<file path="src/pkg/hsp_pkg.sv">
package hsp_pkg;
  // ===========================================================================
  // Pointer and word layout
  localparam int ADDR_W = 10;
  localparam int DATA_W = 16;
  localparam logic [ADDR_W-1:0] PTR_MAX = 10'h3ff;
  localparam logic [ADDR_W-1:0] PTR_RST = 10'h000;
  // ===========================================================================
  // Command word fields
  localparam int CMD_EN_HI = 15;
  localparam int CMD_EN_LO = 11;
  localparam int CMD_RW_BIT = 10;
  localparam logic [4:0] CMD_ENABLE = 5'h1c;
  // ===========================================================================
  // Two-wire slave address, upper five bits fixed
  localparam logic [4:0] DEV_ADDR_HI = 5'h0b;
  // ===========================================================================
  // Bit counts and write buffer depth
  localparam logic [3:0] WORD_LAST = 4'hf;
  localparam logic [3:0] BYTE_DONE = 4'h8;
  localparam int FIFO_DEPTH = 8;
  // ===========================================================================
  // Register write word handed to the register bank
  typedef struct packed {
    logic [ADDR_W-1:0] addr;
    logic [DATA_W-1:0] data;
  } hsp_wr_s;
  // ===========================================================================
  // Link state
  typedef enum logic [7:0] {
    ST_IDLE = 8'h01,
    ST_CMD = 8'h02,
    ST_SWR = 8'h04,
    ST_SRD = 8'h08,
    ST_SKIP = 8'h10,
    ST_IADR = 8'h20,
    ST_IRX = 8'h40,
    ST_ITX = 8'h80
  } hsp_state_e;
endpackage : hsp_pkg
</file>
<file path="src/design/hsp_fifo.sv">
`timescale 1ns/1ps
`default_nettype none
module hsp_fifo #(
  parameter int WIDTH = 26,
  parameter int DEPTH = 8
) (
  input wire logic mclk_in,
  input wire logic rst_in,
  input wire logic in_valid_in,
  output logic in_ready_out,
  input wire logic [WIDTH-1:0] in_data_in,
  output logic out_valid_out,
  input wire logic out_ready_in,
  output logic [WIDTH-1:0] out_data_out
);
  localparam int AW = (DEPTH > 1) ? $clog2(DEPTH) : 1;
  initial begin
    if (DEPTH < 2 || (DEPTH & (DEPTH - 1)) != 0 || WIDTH < 1) begin
      $error("hsp_fifo: DEPTH must be a power of two >= 2");
    end
  end
  logic [WIDTH-1:0] mem_r [DEPTH];
  logic [AW:0] wp_r;
  logic [AW:0] rp_r;
  logic push;
  logic pop;
  // ===========================================================================
  // Full and empty from pointer wrap bits
  assign out_valid_out = (wp_r != rp_r);
  assign in_ready_out = !((wp_r[AW-1:0] == rp_r[AW-1:0]) && (wp_r[AW] != rp_r[AW]));
  assign push = in_valid_in && in_ready_out;
  assign pop = out_valid_out && out_ready_in;
  assign out_data_out = mem_r[rp_r[AW-1:0]];
  always_ff @(posedge mclk_in) begin
    if (push) begin
      mem_r[wp_r[AW-1:0]] <= in_data_in;
    end
  end
  always_ff @(posedge mclk_in) begin
    if (rst_in) begin
      wp_r <= '0;
      rp_r <= '0;
    end else begin
      if (push) begin
        wp_r <= wp_r + 1'b1;
      end
      if (pop) begin
        rp_r <= rp_r + 1'b1;
      end
    end
  end
endmodule : hsp_fifo
`default_nettype wire

</file>
<file path="src/design/hsp_port.sv">
`timescale 1ns/1ps
`default_nettype none
// Function
// Serial input sampled on clock rise, serial output changed on clock fall.
// Master lowers chip select, then sends a 16-bit command word first.
// Command bits 15..11 must be 11100 or the transfer is ignored.
// Command bit 10 high means read, low means write.
// Command bits 9..0 load the address pointer as first register.
// Each 16-bit write word goes to pointed register, pointer then increments.
// Write runs until chip select rises; pointer never wraps, later data dropped.
// Single write needs 32 bits with chip select held low.
// Serial clock may idle high or low between transfers.
// Read words take 16 clocks; first bit on first fall after command.
// Read increments per word; at maximum the last register repeats.
// Serial output stays high impedance except while shifting read data.
// Two-wire address is 01011 plus high strap then low strap.
// Two-wire variant is slave only, never starts a transfer.
// Matching address is acknowledged low on ninth clock; mismatch stays idle.
// Stop condition returns to idle and clears the pointer.
// Two address bytes follow write address; only ten low bits used.
// Third byte is data high half, fourth byte data low half.
// Pointer increments after each write word, no wrap, excess dropped.
// Registers are 16 bits from two bytes; master sends even byte count.
// Every received byte, including middle ones, is acknowledged low.
// Master ends with stop or keeps bus with repeated start.
// Two-wire read first sets pointer by write, then read address.
// Read sends high byte then low, increments, repeats last at maximum.
// Register written only after all 16 bits; aborted word changes nothing.
module hsp_port
  import hsp_pkg::*;
#(
  parameter bit I2C_VARIANT = 1'b0
) (
  input wire logic mclk_in,
  input wire logic rst_in,
  input wire logic spi_cs_n_in,
  input wire logic sclk_in,
  input wire logic serial_in_line_in,
  output logic serial_out_line_out,
  output logic serial_out_line_oe_out,
  input wire logic sda_in,
  output logic sda_out,
  output logic sda_oe_out,
  input wire logic addr_strap_low_in,
  input wire logic addr_strap_high_in,
  output logic [hsp_pkg::ADDR_W-1:0] rd_addr_out,
  input wire logic [hsp_pkg::DATA_W-1:0] rd_data_in,
  output logic wr_valid_out,
  output hsp_pkg::hsp_wr_s wr_word_out,
  input wire logic wr_ready_in,
  output logic wr_space_out
);
  import hsp_pkg::*;

  // ===========================================================================
  // Pin synchronisers: stage 1 feeds only stage 2, stage 3 finds edges
  logic [5:0] s1_r;
  logic [5:0] s2_r;
  logic [2:0] s3_r;
  always_ff @(posedge mclk_in) begin
    if (rst_in) begin
      s1_r <= 6'h3f;
      s2_r <= 6'h3f;
      s3_r <= 3'h7;
    end else begin
      s1_r <= {addr_strap_high_in, addr_strap_low_in, sda_in, serial_in_line_in, sclk_in,
               spi_cs_n_in};
      s2_r <= s1_r;
      s3_r <= {s2_r[3], s2_r[1], s2_r[0]};
    end
  end
  logic cs_n_s;
  logic clk_s;
  logic din_s;
  logic sda_s;
  logic clk_rise;
  logic clk_fall;
  logic i2c_start;
  logic i2c_stop;
  logic [6:0] own_addr;
  assign cs_n_s = s2_r[0];
  assign clk_s = s2_r[1];
  assign din_s = s2_r[2];
  assign sda_s = s2_r[3];
  assign clk_rise = clk_s && !s3_r[1];
  assign clk_fall = !clk_s && s3_r[1];
  assign i2c_start = I2C_VARIANT && clk_s && s3_r[1] && !sda_s && s3_r[2];
  assign i2c_stop = I2C_VARIANT && clk_s && s3_r[1] && sda_s && !s3_r[2];
  assign own_addr = {DEV_ADDR_HI, s2_r[5], s2_r[4]};

  // ===========================================================================
  // Pointer step that holds at the top address
  function automatic logic [ADDR_W-1:0] hsp_adv(input logic [ADDR_W-1:0] p);
    hsp_adv = (p == PTR_MAX) ? p : p + 10'h001;
  endfunction : hsp_adv

  // ===========================================================================
  // Link state machine, pointer and shifters
  hsp_state_e state_r;
  logic [3:0] cnt_r;
  logic [15:0] sh_r;
  logic [15:0] tx_r;
  logic [ADDR_W-1:0] ptr_r;
  logic end_r;
  logic ack_r;
  logic rd_dir_r;
  logic [1:0] byte_idx_r;
  logic hi_sel_r;
  logic [7:0] hi_byte_r;
  logic push_r;
  hsp_wr_s word_r;
  logic [15:0] cmd_w;
  logic [7:0] tx_byte;
  assign cmd_w = {sh_r[14:0], din_s};
  assign tx_byte = hi_sel_r ? rd_data_in[15:8] : rd_data_in[7:0];
  assign rd_addr_out = ptr_r;

  always_ff @(posedge mclk_in) begin
    if (rst_in) begin
      state_r <= ST_IDLE;
      cnt_r <= 4'h0;
      sh_r <= 16'h0000;
      tx_r <= 16'h0000;
      ptr_r <= PTR_RST;
      end_r <= 1'b0;
      ack_r <= 1'b0;
      rd_dir_r <= 1'b0;
      byte_idx_r <= 2'h0;
      hi_sel_r <= 1'b1;
      hi_byte_r <= 8'h00;
      push_r <= 1'b0;
      word_r <= '0;
      serial_out_line_out <= 1'b0;
      serial_out_line_oe_out <= 1'b0;
      sda_oe_out <= 1'b0;
    end else begin
      push_r <= 1'b0;
      if (!I2C_VARIANT) begin
        if (cs_n_s) begin
          // Chip select high aborts any partial word
          state_r <= ST_IDLE;
          cnt_r <= 4'h0;
          serial_out_line_oe_out <= 1'b0;
        end else begin
          if (state_r == ST_IDLE) begin
            state_r <= ST_CMD;
            cnt_r <= 4'h0;
          end
          if (clk_rise && state_r != ST_IDLE) begin
            sh_r <= cmd_w;
            cnt_r <= cnt_r + 4'h1;
            if (cnt_r == WORD_LAST) begin
              case (state_r)
                ST_CMD: begin
                  if (cmd_w[CMD_EN_HI:CMD_EN_LO] != CMD_ENABLE) begin
                    state_r <= ST_SKIP;
                  end else begin
                    ptr_r <= cmd_w[ADDR_W-1:0];
                    end_r <= 1'b0;
                    state_r <= cmd_w[CMD_RW_BIT] ? ST_SRD : ST_SWR;
                  end
                end
                ST_SWR: begin
                  push_r <= !end_r;
                  word_r <= '{addr: ptr_r, data: cmd_w};
                  end_r <= end_r | (ptr_r == PTR_MAX);
                  ptr_r <= hsp_adv(ptr_r);
                end
                ST_SRD: begin
                  ptr_r <= hsp_adv(ptr_r);
                end
                default: begin
                end
              endcase
            end
          end
          if (clk_fall && state_r == ST_SRD) begin
            serial_out_line_oe_out <= 1'b1;
            if (cnt_r == 4'h0) begin
              serial_out_line_out <= rd_data_in[15];
              tx_r <= {rd_data_in[14:0], 1'b0};
            end else begin
              serial_out_line_out <= tx_r[15];
              tx_r <= {tx_r[14:0], 1'b0};
            end
          end
        end
      end else begin
        if (i2c_stop) begin
          state_r <= ST_IDLE;
          ptr_r <= PTR_RST;
          end_r <= 1'b0;
          sda_oe_out <= 1'b0;
        end else if (i2c_start) begin
          state_r <= ST_IADR;
          cnt_r <= 4'h0;
          ack_r <= 1'b0;
          sda_oe_out <= 1'b0;
        end else begin
          case (state_r)
            ST_IADR, ST_IRX: begin
              if (clk_rise && !ack_r) begin
                sh_r <= {sh_r[14:0], sda_s};
                cnt_r <= cnt_r + 4'h1;
              end
              if (clk_fall && ack_r) begin
                ack_r <= 1'b0;
                cnt_r <= 4'h0;
                if (state_r == ST_IADR && rd_dir_r) begin
                  state_r <= ST_ITX;
                  hi_sel_r <= 1'b1;
                  sda_oe_out <= !rd_data_in[15];
                end else begin
                  sda_oe_out <= 1'b0;
                  state_r <= ST_IRX;
                end
              end else if (clk_fall && cnt_r == BYTE_DONE) begin
                if (state_r == ST_IADR) begin
                  if (sh_r[7:1] == own_addr) begin
                    sda_oe_out <= 1'b1;
                    ack_r <= 1'b1;
                    rd_dir_r <= sh_r[0];
                    byte_idx_r <= 2'h0;
                  end else begin
                    state_r <= ST_IDLE;
                  end
                end else begin
                  sda_oe_out <= 1'b1;
                  ack_r <= 1'b1;
                  case (byte_idx_r)
                    2'h0: ptr_r[9:8] <= sh_r[1:0];
                    2'h1: begin
                      ptr_r[7:0] <= sh_r[7:0];
                      end_r <= 1'b0;
                    end
                    2'h2: hi_byte_r <= sh_r[7:0];
                    default: begin
                      push_r <= !end_r;
                      word_r <= '{addr: ptr_r, data: {hi_byte_r, sh_r[7:0]}};
                      end_r <= end_r | (ptr_r == PTR_MAX);
                      ptr_r <= hsp_adv(ptr_r);
                    end
                  endcase
                  byte_idx_r <= (byte_idx_r == 2'h3) ? 2'h2 : byte_idx_r + 2'h1;
                end
              end
            end
            ST_ITX: begin
              if (clk_rise) begin
                if (cnt_r == BYTE_DONE) begin
                  cnt_r <= 4'h0;
                  if (sda_s) begin
                    state_r <= ST_IDLE;
                  end else begin
                    hi_sel_r <= !hi_sel_r;
                    if (!hi_sel_r) begin
                      ptr_r <= hsp_adv(ptr_r);
                    end
                  end
                end else begin
                  cnt_r <= cnt_r + 4'h1;
                end
              end
              if (clk_fall) begin
                if (cnt_r == BYTE_DONE) begin
                  sda_oe_out <= 1'b0;
                end else begin
                  sda_oe_out <= !tx_byte[3'(7 - cnt_r)];
                end
              end
            end
            default: begin
              sda_oe_out <= 1'b0;
            end
          endcase
        end
      end
    end
  end
  // Open-drain data line only ever pulls low
  assign sda_out = 1'b0;

  // ===========================================================================
  // Write word buffer toward the register bank
  hsp_fifo #(
    .WIDTH($bits(hsp_wr_s)),
    .DEPTH(FIFO_DEPTH)
  ) u_fifo (
    .mclk_in(mclk_in),
    .rst_in(rst_in),
    .in_valid_in(push_r),
    .in_ready_out(wr_space_out),
    .in_data_in(word_r),
    .out_valid_out(wr_valid_out),
    .out_ready_in(wr_ready_in),
    .out_data_out(wr_word_out)
  );
endmodule : hsp_port
`default_nettype wire

</file>
<file path="config.mk">
export PLATFORM = sky130hd
export DESIGN_NAME = hsp_port
export DESIGN_NICKNAME = d
export VERILOG_FILES = /design/src/pkg/hsp_pkg.sv /design/src/design/hsp_fifo.sv /design/src/design/hsp_port.sv
export SDC_FILE = /design/constraint.sdc
export NUM_CORES = 1
export LEC_CHECK = 0
export BUFFER_PORTS_ARGS = -buffer_cell sky130_fd_sc_hd__clkbuf_2
export CAP_MARGIN = 20
export CORE_ASPECT_RATIO = 1.75
export CORE_MARGIN = 4
export CORE_UTILIZATION = 41
export DETAILED_ROUTE_END_ITERATION = 10
export PLACE_DENSITY = 0.57
export SLEW_MARGIN = 20
export SYNTH_ARGS = -nofsm -noshare
export SYNTH_HDL_FRONTEND = slang
export SYNTH_SLANG_ARGS = --single-unit
</file>
<file path="constraint.sdc">
create_clock -name mclk_in -period 11.6 [get_ports mclk_in]
set_clock_uncertainty 0.2 [all_clocks]
set_input_delay 1.16 -clock mclk_in [delete_from_list [all_inputs] [get_ports mclk_in]]
set_output_delay 1.16 -clock mclk_in [all_outputs]
set_load 0.01 [all_outputs]
</file>
==> results by group <==
Detailed routing
  • WL per Instance: 20.26 µm
  • Via-to-Cell Ratio: 5.314
  • Final ANT Viol Nets: 0
  • DRC violations left: 0
  • DRT iter0 DRCs: around 370
  • Final WL: approximately 25000 µm
  • Drt pass-1 iters: 4
  • DR vias: approximately 6.4k

Clocking
  • Clk_lat worst skew: 530 ps
  • Number of clock sinks: 308
  • Num CTS Buffers: 27
  • CTS Buffer Depth: 3
  • Setup repair bufs after CTS: 0
  • CTS Hold Bufs: 0
  • CTS tree: done
  • Clk root buf: clkbuf_16
  • CTS H-Tree Depth: 1
  • Post-CTS Resized: 0
  • Worst-path clk slew: 60 ps

Yosys
  • Netlist Area Pre-Place: roughly 0.012 mm²
  • Yosys warning count: 0
  • Most common library cells after synthesis: 208 x edfxtp_1, 100 x dfxtp_1, 73 x nor2_1, 52 x mux4_2, 49 x nand2_1
  • Ys async rst share: 0%
  • Mux contribution to synthesized area: 15.82%
  • Compound-gate portion of the synthesized area: 4.117%
  • EDFF count, synth: around 210
  • Ys flop type: edfxtp_1
  • Post-synth top area share: around 52%
  • Synth Area in XOR/XNOR: 0.9557%
  • Synth area leaders: edfxtp_1 52%, dfxtp_1 17%, mux4_2 9.8%
  • Average cell area after synthesis: 15.68 µm²
  • Cells after Synth: 760
  • Main combinational cell family by area after synthesis: multiplexers
  • Synth area leader: edfxtp_1
  • Synth Register Bits: 308
  • Number of distinct library cells after synthesis: 54
  • Post-Synth Adder-Cell Area: 0.5251%
  • Simple-Gate Fraction of Synth Area: 7.362%
  • Seq/Total Area, Yosys: 69.23%
  • Count leader, synth: edfxtp_1

Setup path
  • Crit path DAT: 2520 ps
  • Crit Path Max Fanout: 33
  • Setup crit start kind: flop
  • Worst R2R Path Depth: 4
  • Setup Crit Path Kind: flop to output pin
  • CP required: about 10000 ps
  • Crit end category: output pin

STA
  • Worst slew pin tran: 1113 ps
  • Final Setup Violations: 0
  • FMAX: 257.7 MHz
  • Min Hold Slack: around 210 ps
  • Post-Route Setup TNS: 0 ps
  • RSZ-0062 raised after global routing: false
  • Slew Limit Fails: 0
  • Final hold violation count: 0
  • Max_slew headroom: approximately 26%
  • Slack of the critical path: 7719 ps
  • Fin crit share: between 30% and 40%
  • Min Tclk post-route: roughly 3900 ps

Worst hold path
  • Hold path depth: 1
  • Hold WC Path Type: flop to flop

Power
  • Power Dens Cells: 151.9 mW/mm²
  • Peak supply drop: 0.1167 mV
  • Cell Int Power: between 1.5 and 2 mW
  • Sw Ratio: between 10% and 20%
  • Sequential Power Share: 56.5%
  • Pleak: 4.509 nW
  • Combinational Power Share: 0.7%
  • Clock Power Share: 42.8%
  • Switching power total: 0.3785 mW

Placement
  • Placed cells: 1161
  • Placer Congestion: 0.7991
  • Post-Place Worst Slack: 8005 ps
  • Port bufs: 61
  • Post-DP HPWL: 14770 µm

Floorplanning
  • Ports: 67
  • Initial core utilization: a little over two fifths
  • Cell Rows: just over 80
  • Die H: 233.5 µm
  • Die Area: 0.03196 mm²
  • Die width: 136.9 µm
  • Core area: 0.02863 mm²

Global route
  • Vias in the first global route: 6814
  • Gr usage total: 15.83%
  • Largest net degree at the start of global routing: between 80 and 90
  • First-pass GRT wire length: 38460 µm
  • Initial antenna violation count: 0
  • GR Overflow Total: 0

Finish
  • Finished Layout Cells: 1211
  • Area growth, synth to finish: 13.31%
  • Share of layout cells above drive strength 1: 24.73%
  • # diodes: 0
  • Count of nets after finishing: 843

Run status
  • Status: finished clean

Flow run
  • Max-cap violation count: 0
power by group through the flow:
stage / clock, mW / combinational [mW] / sequential [mW]
finish: 0.878 / 0.0135 / 1.16
global route: 0.948 / 0.0154 / 1.16
CTS: 0.898 / 0.0138 / 1.16
detailed placement: 0 / 0.0138 / 1.18
global placement: 0 / 0.0134 / 1.18
floorplan: 0 / 0.00873 / 1.18
registers in the layout, indices dropped and copies added (netlist names), named ones only:
signal and cells:
u_fifo.mem_r 208, word_r 26, sh_r 15, tx_r 15
rd_addr_out 10, state_r 8, cnt_r 4, u_fifo.rp_r 4
u_fifo.wp_r 4, s1_r 3, s2_r 3, end_r 1
push_r 1, s3_r 1, serial_out_line_oe_out 1, serial_out_line_out 1
kinds of logic after synthesis:
logic type	count (synthesis)
flops	308
xor+xnor	13
simple gates	184
fa+ha+maj	5
other cells	1
buf+inv	54
mux	120
compound gates	75
metrics by stage:
step	area, µm²	total power, mW	util [%]
floorplan	11920	1.191	-
global placement	12610	1.196	44.04
detailed placement	12610	1.197	44.04
CTS	13470	2.071	47.05
global route	13500	2.121	47.16
finish	13500	2.051	47.16
placed cells by master (no fill, tap or decap), types with 4 or more instances in the layout:
cell / synthesis / routed
clkbuf_1: 27 / 11
nand4b_1: 4 / 4
a21oi_1: 32 / 32
or2_2: 8 / 8
and2_1: 4 / 4
nand4_1: 4 / 4
mux2i_1: 42 / 42
clkbuf_16: 0 / 27
clkinv_1: 0 / 4
inv_1: 8 / 7
nor2_4: 0 / 6
ha_1: 5 / 5
nand2b_1: 4 / 4
nand3_1: 6 / 6
nor2_1: 73 / 67
mux4_2: 52 / 52
nand2_1: 49 / 49
mux2_2: 26 / 26
xnor2_1: 6 / 6
edfxtp_1: 208 / 208
o31ai_1: 7 / 7
a211oi_1: 16 / 16
o311ai_0: 6 / 6
buf_4: 2 / 7
dfxtp_1: 100 / 97
clkbuf_2: 0 / 61
nor3_1: 10 / 8
xor2_1: 7 / 7
per-layer routing:
| metal | GRT usage (%) | wire length [µm] | vias up |
|---|---|---|---|
| met5 | 0 | 0 | - |
| met4 | 5.243 | 635 | 0 |
| met3 | 1.983 | 901 | 41 |
| met2 | 30.11 | 13820 | 122 |
| met1 | 18.06 | 9169 | 3286 |
| li1 | - | - | 2986 |
critical path, stage by stage, from the launching register on:
cell	delay (ps)
dfxtp_4	640
buf_16	310
mux4_2	540
mux2_2	320
clkbuf_2	140
layout make-up:
class | instances | area [µm²]
multi-input combinational | 399 | 3496
clock buffer | 40 | 744.5
timing repair buffer | 69 | 385.4
tap | 378 | 473.0
fill | 2456 | 15130
inverter | 8 | 30.03
clock inverter | 9 | 116.4
sequential | 308 | 8254
path summary, 6_finish.rpt:
path	start	endpoint	slack, ps
hold / removal	s1_r[1]$_SDFF_PP1_	s2_r[1]$_SDFF_PP1_	210
setup reg to reg	u_fifo.wp_r[0]$_SDFFE_PP0P_	u_fifo.mem_r[6][23]$_DFFE_PP_	8530
setup / recovery	flop	wr_word_out[1]	7720
hold reg to reg	s1_r[1]$_SDFF_PP1_	s2_r[1]$_SDFF_PP1_	210
Note: power is estimated with default switching activity, not from simulation.
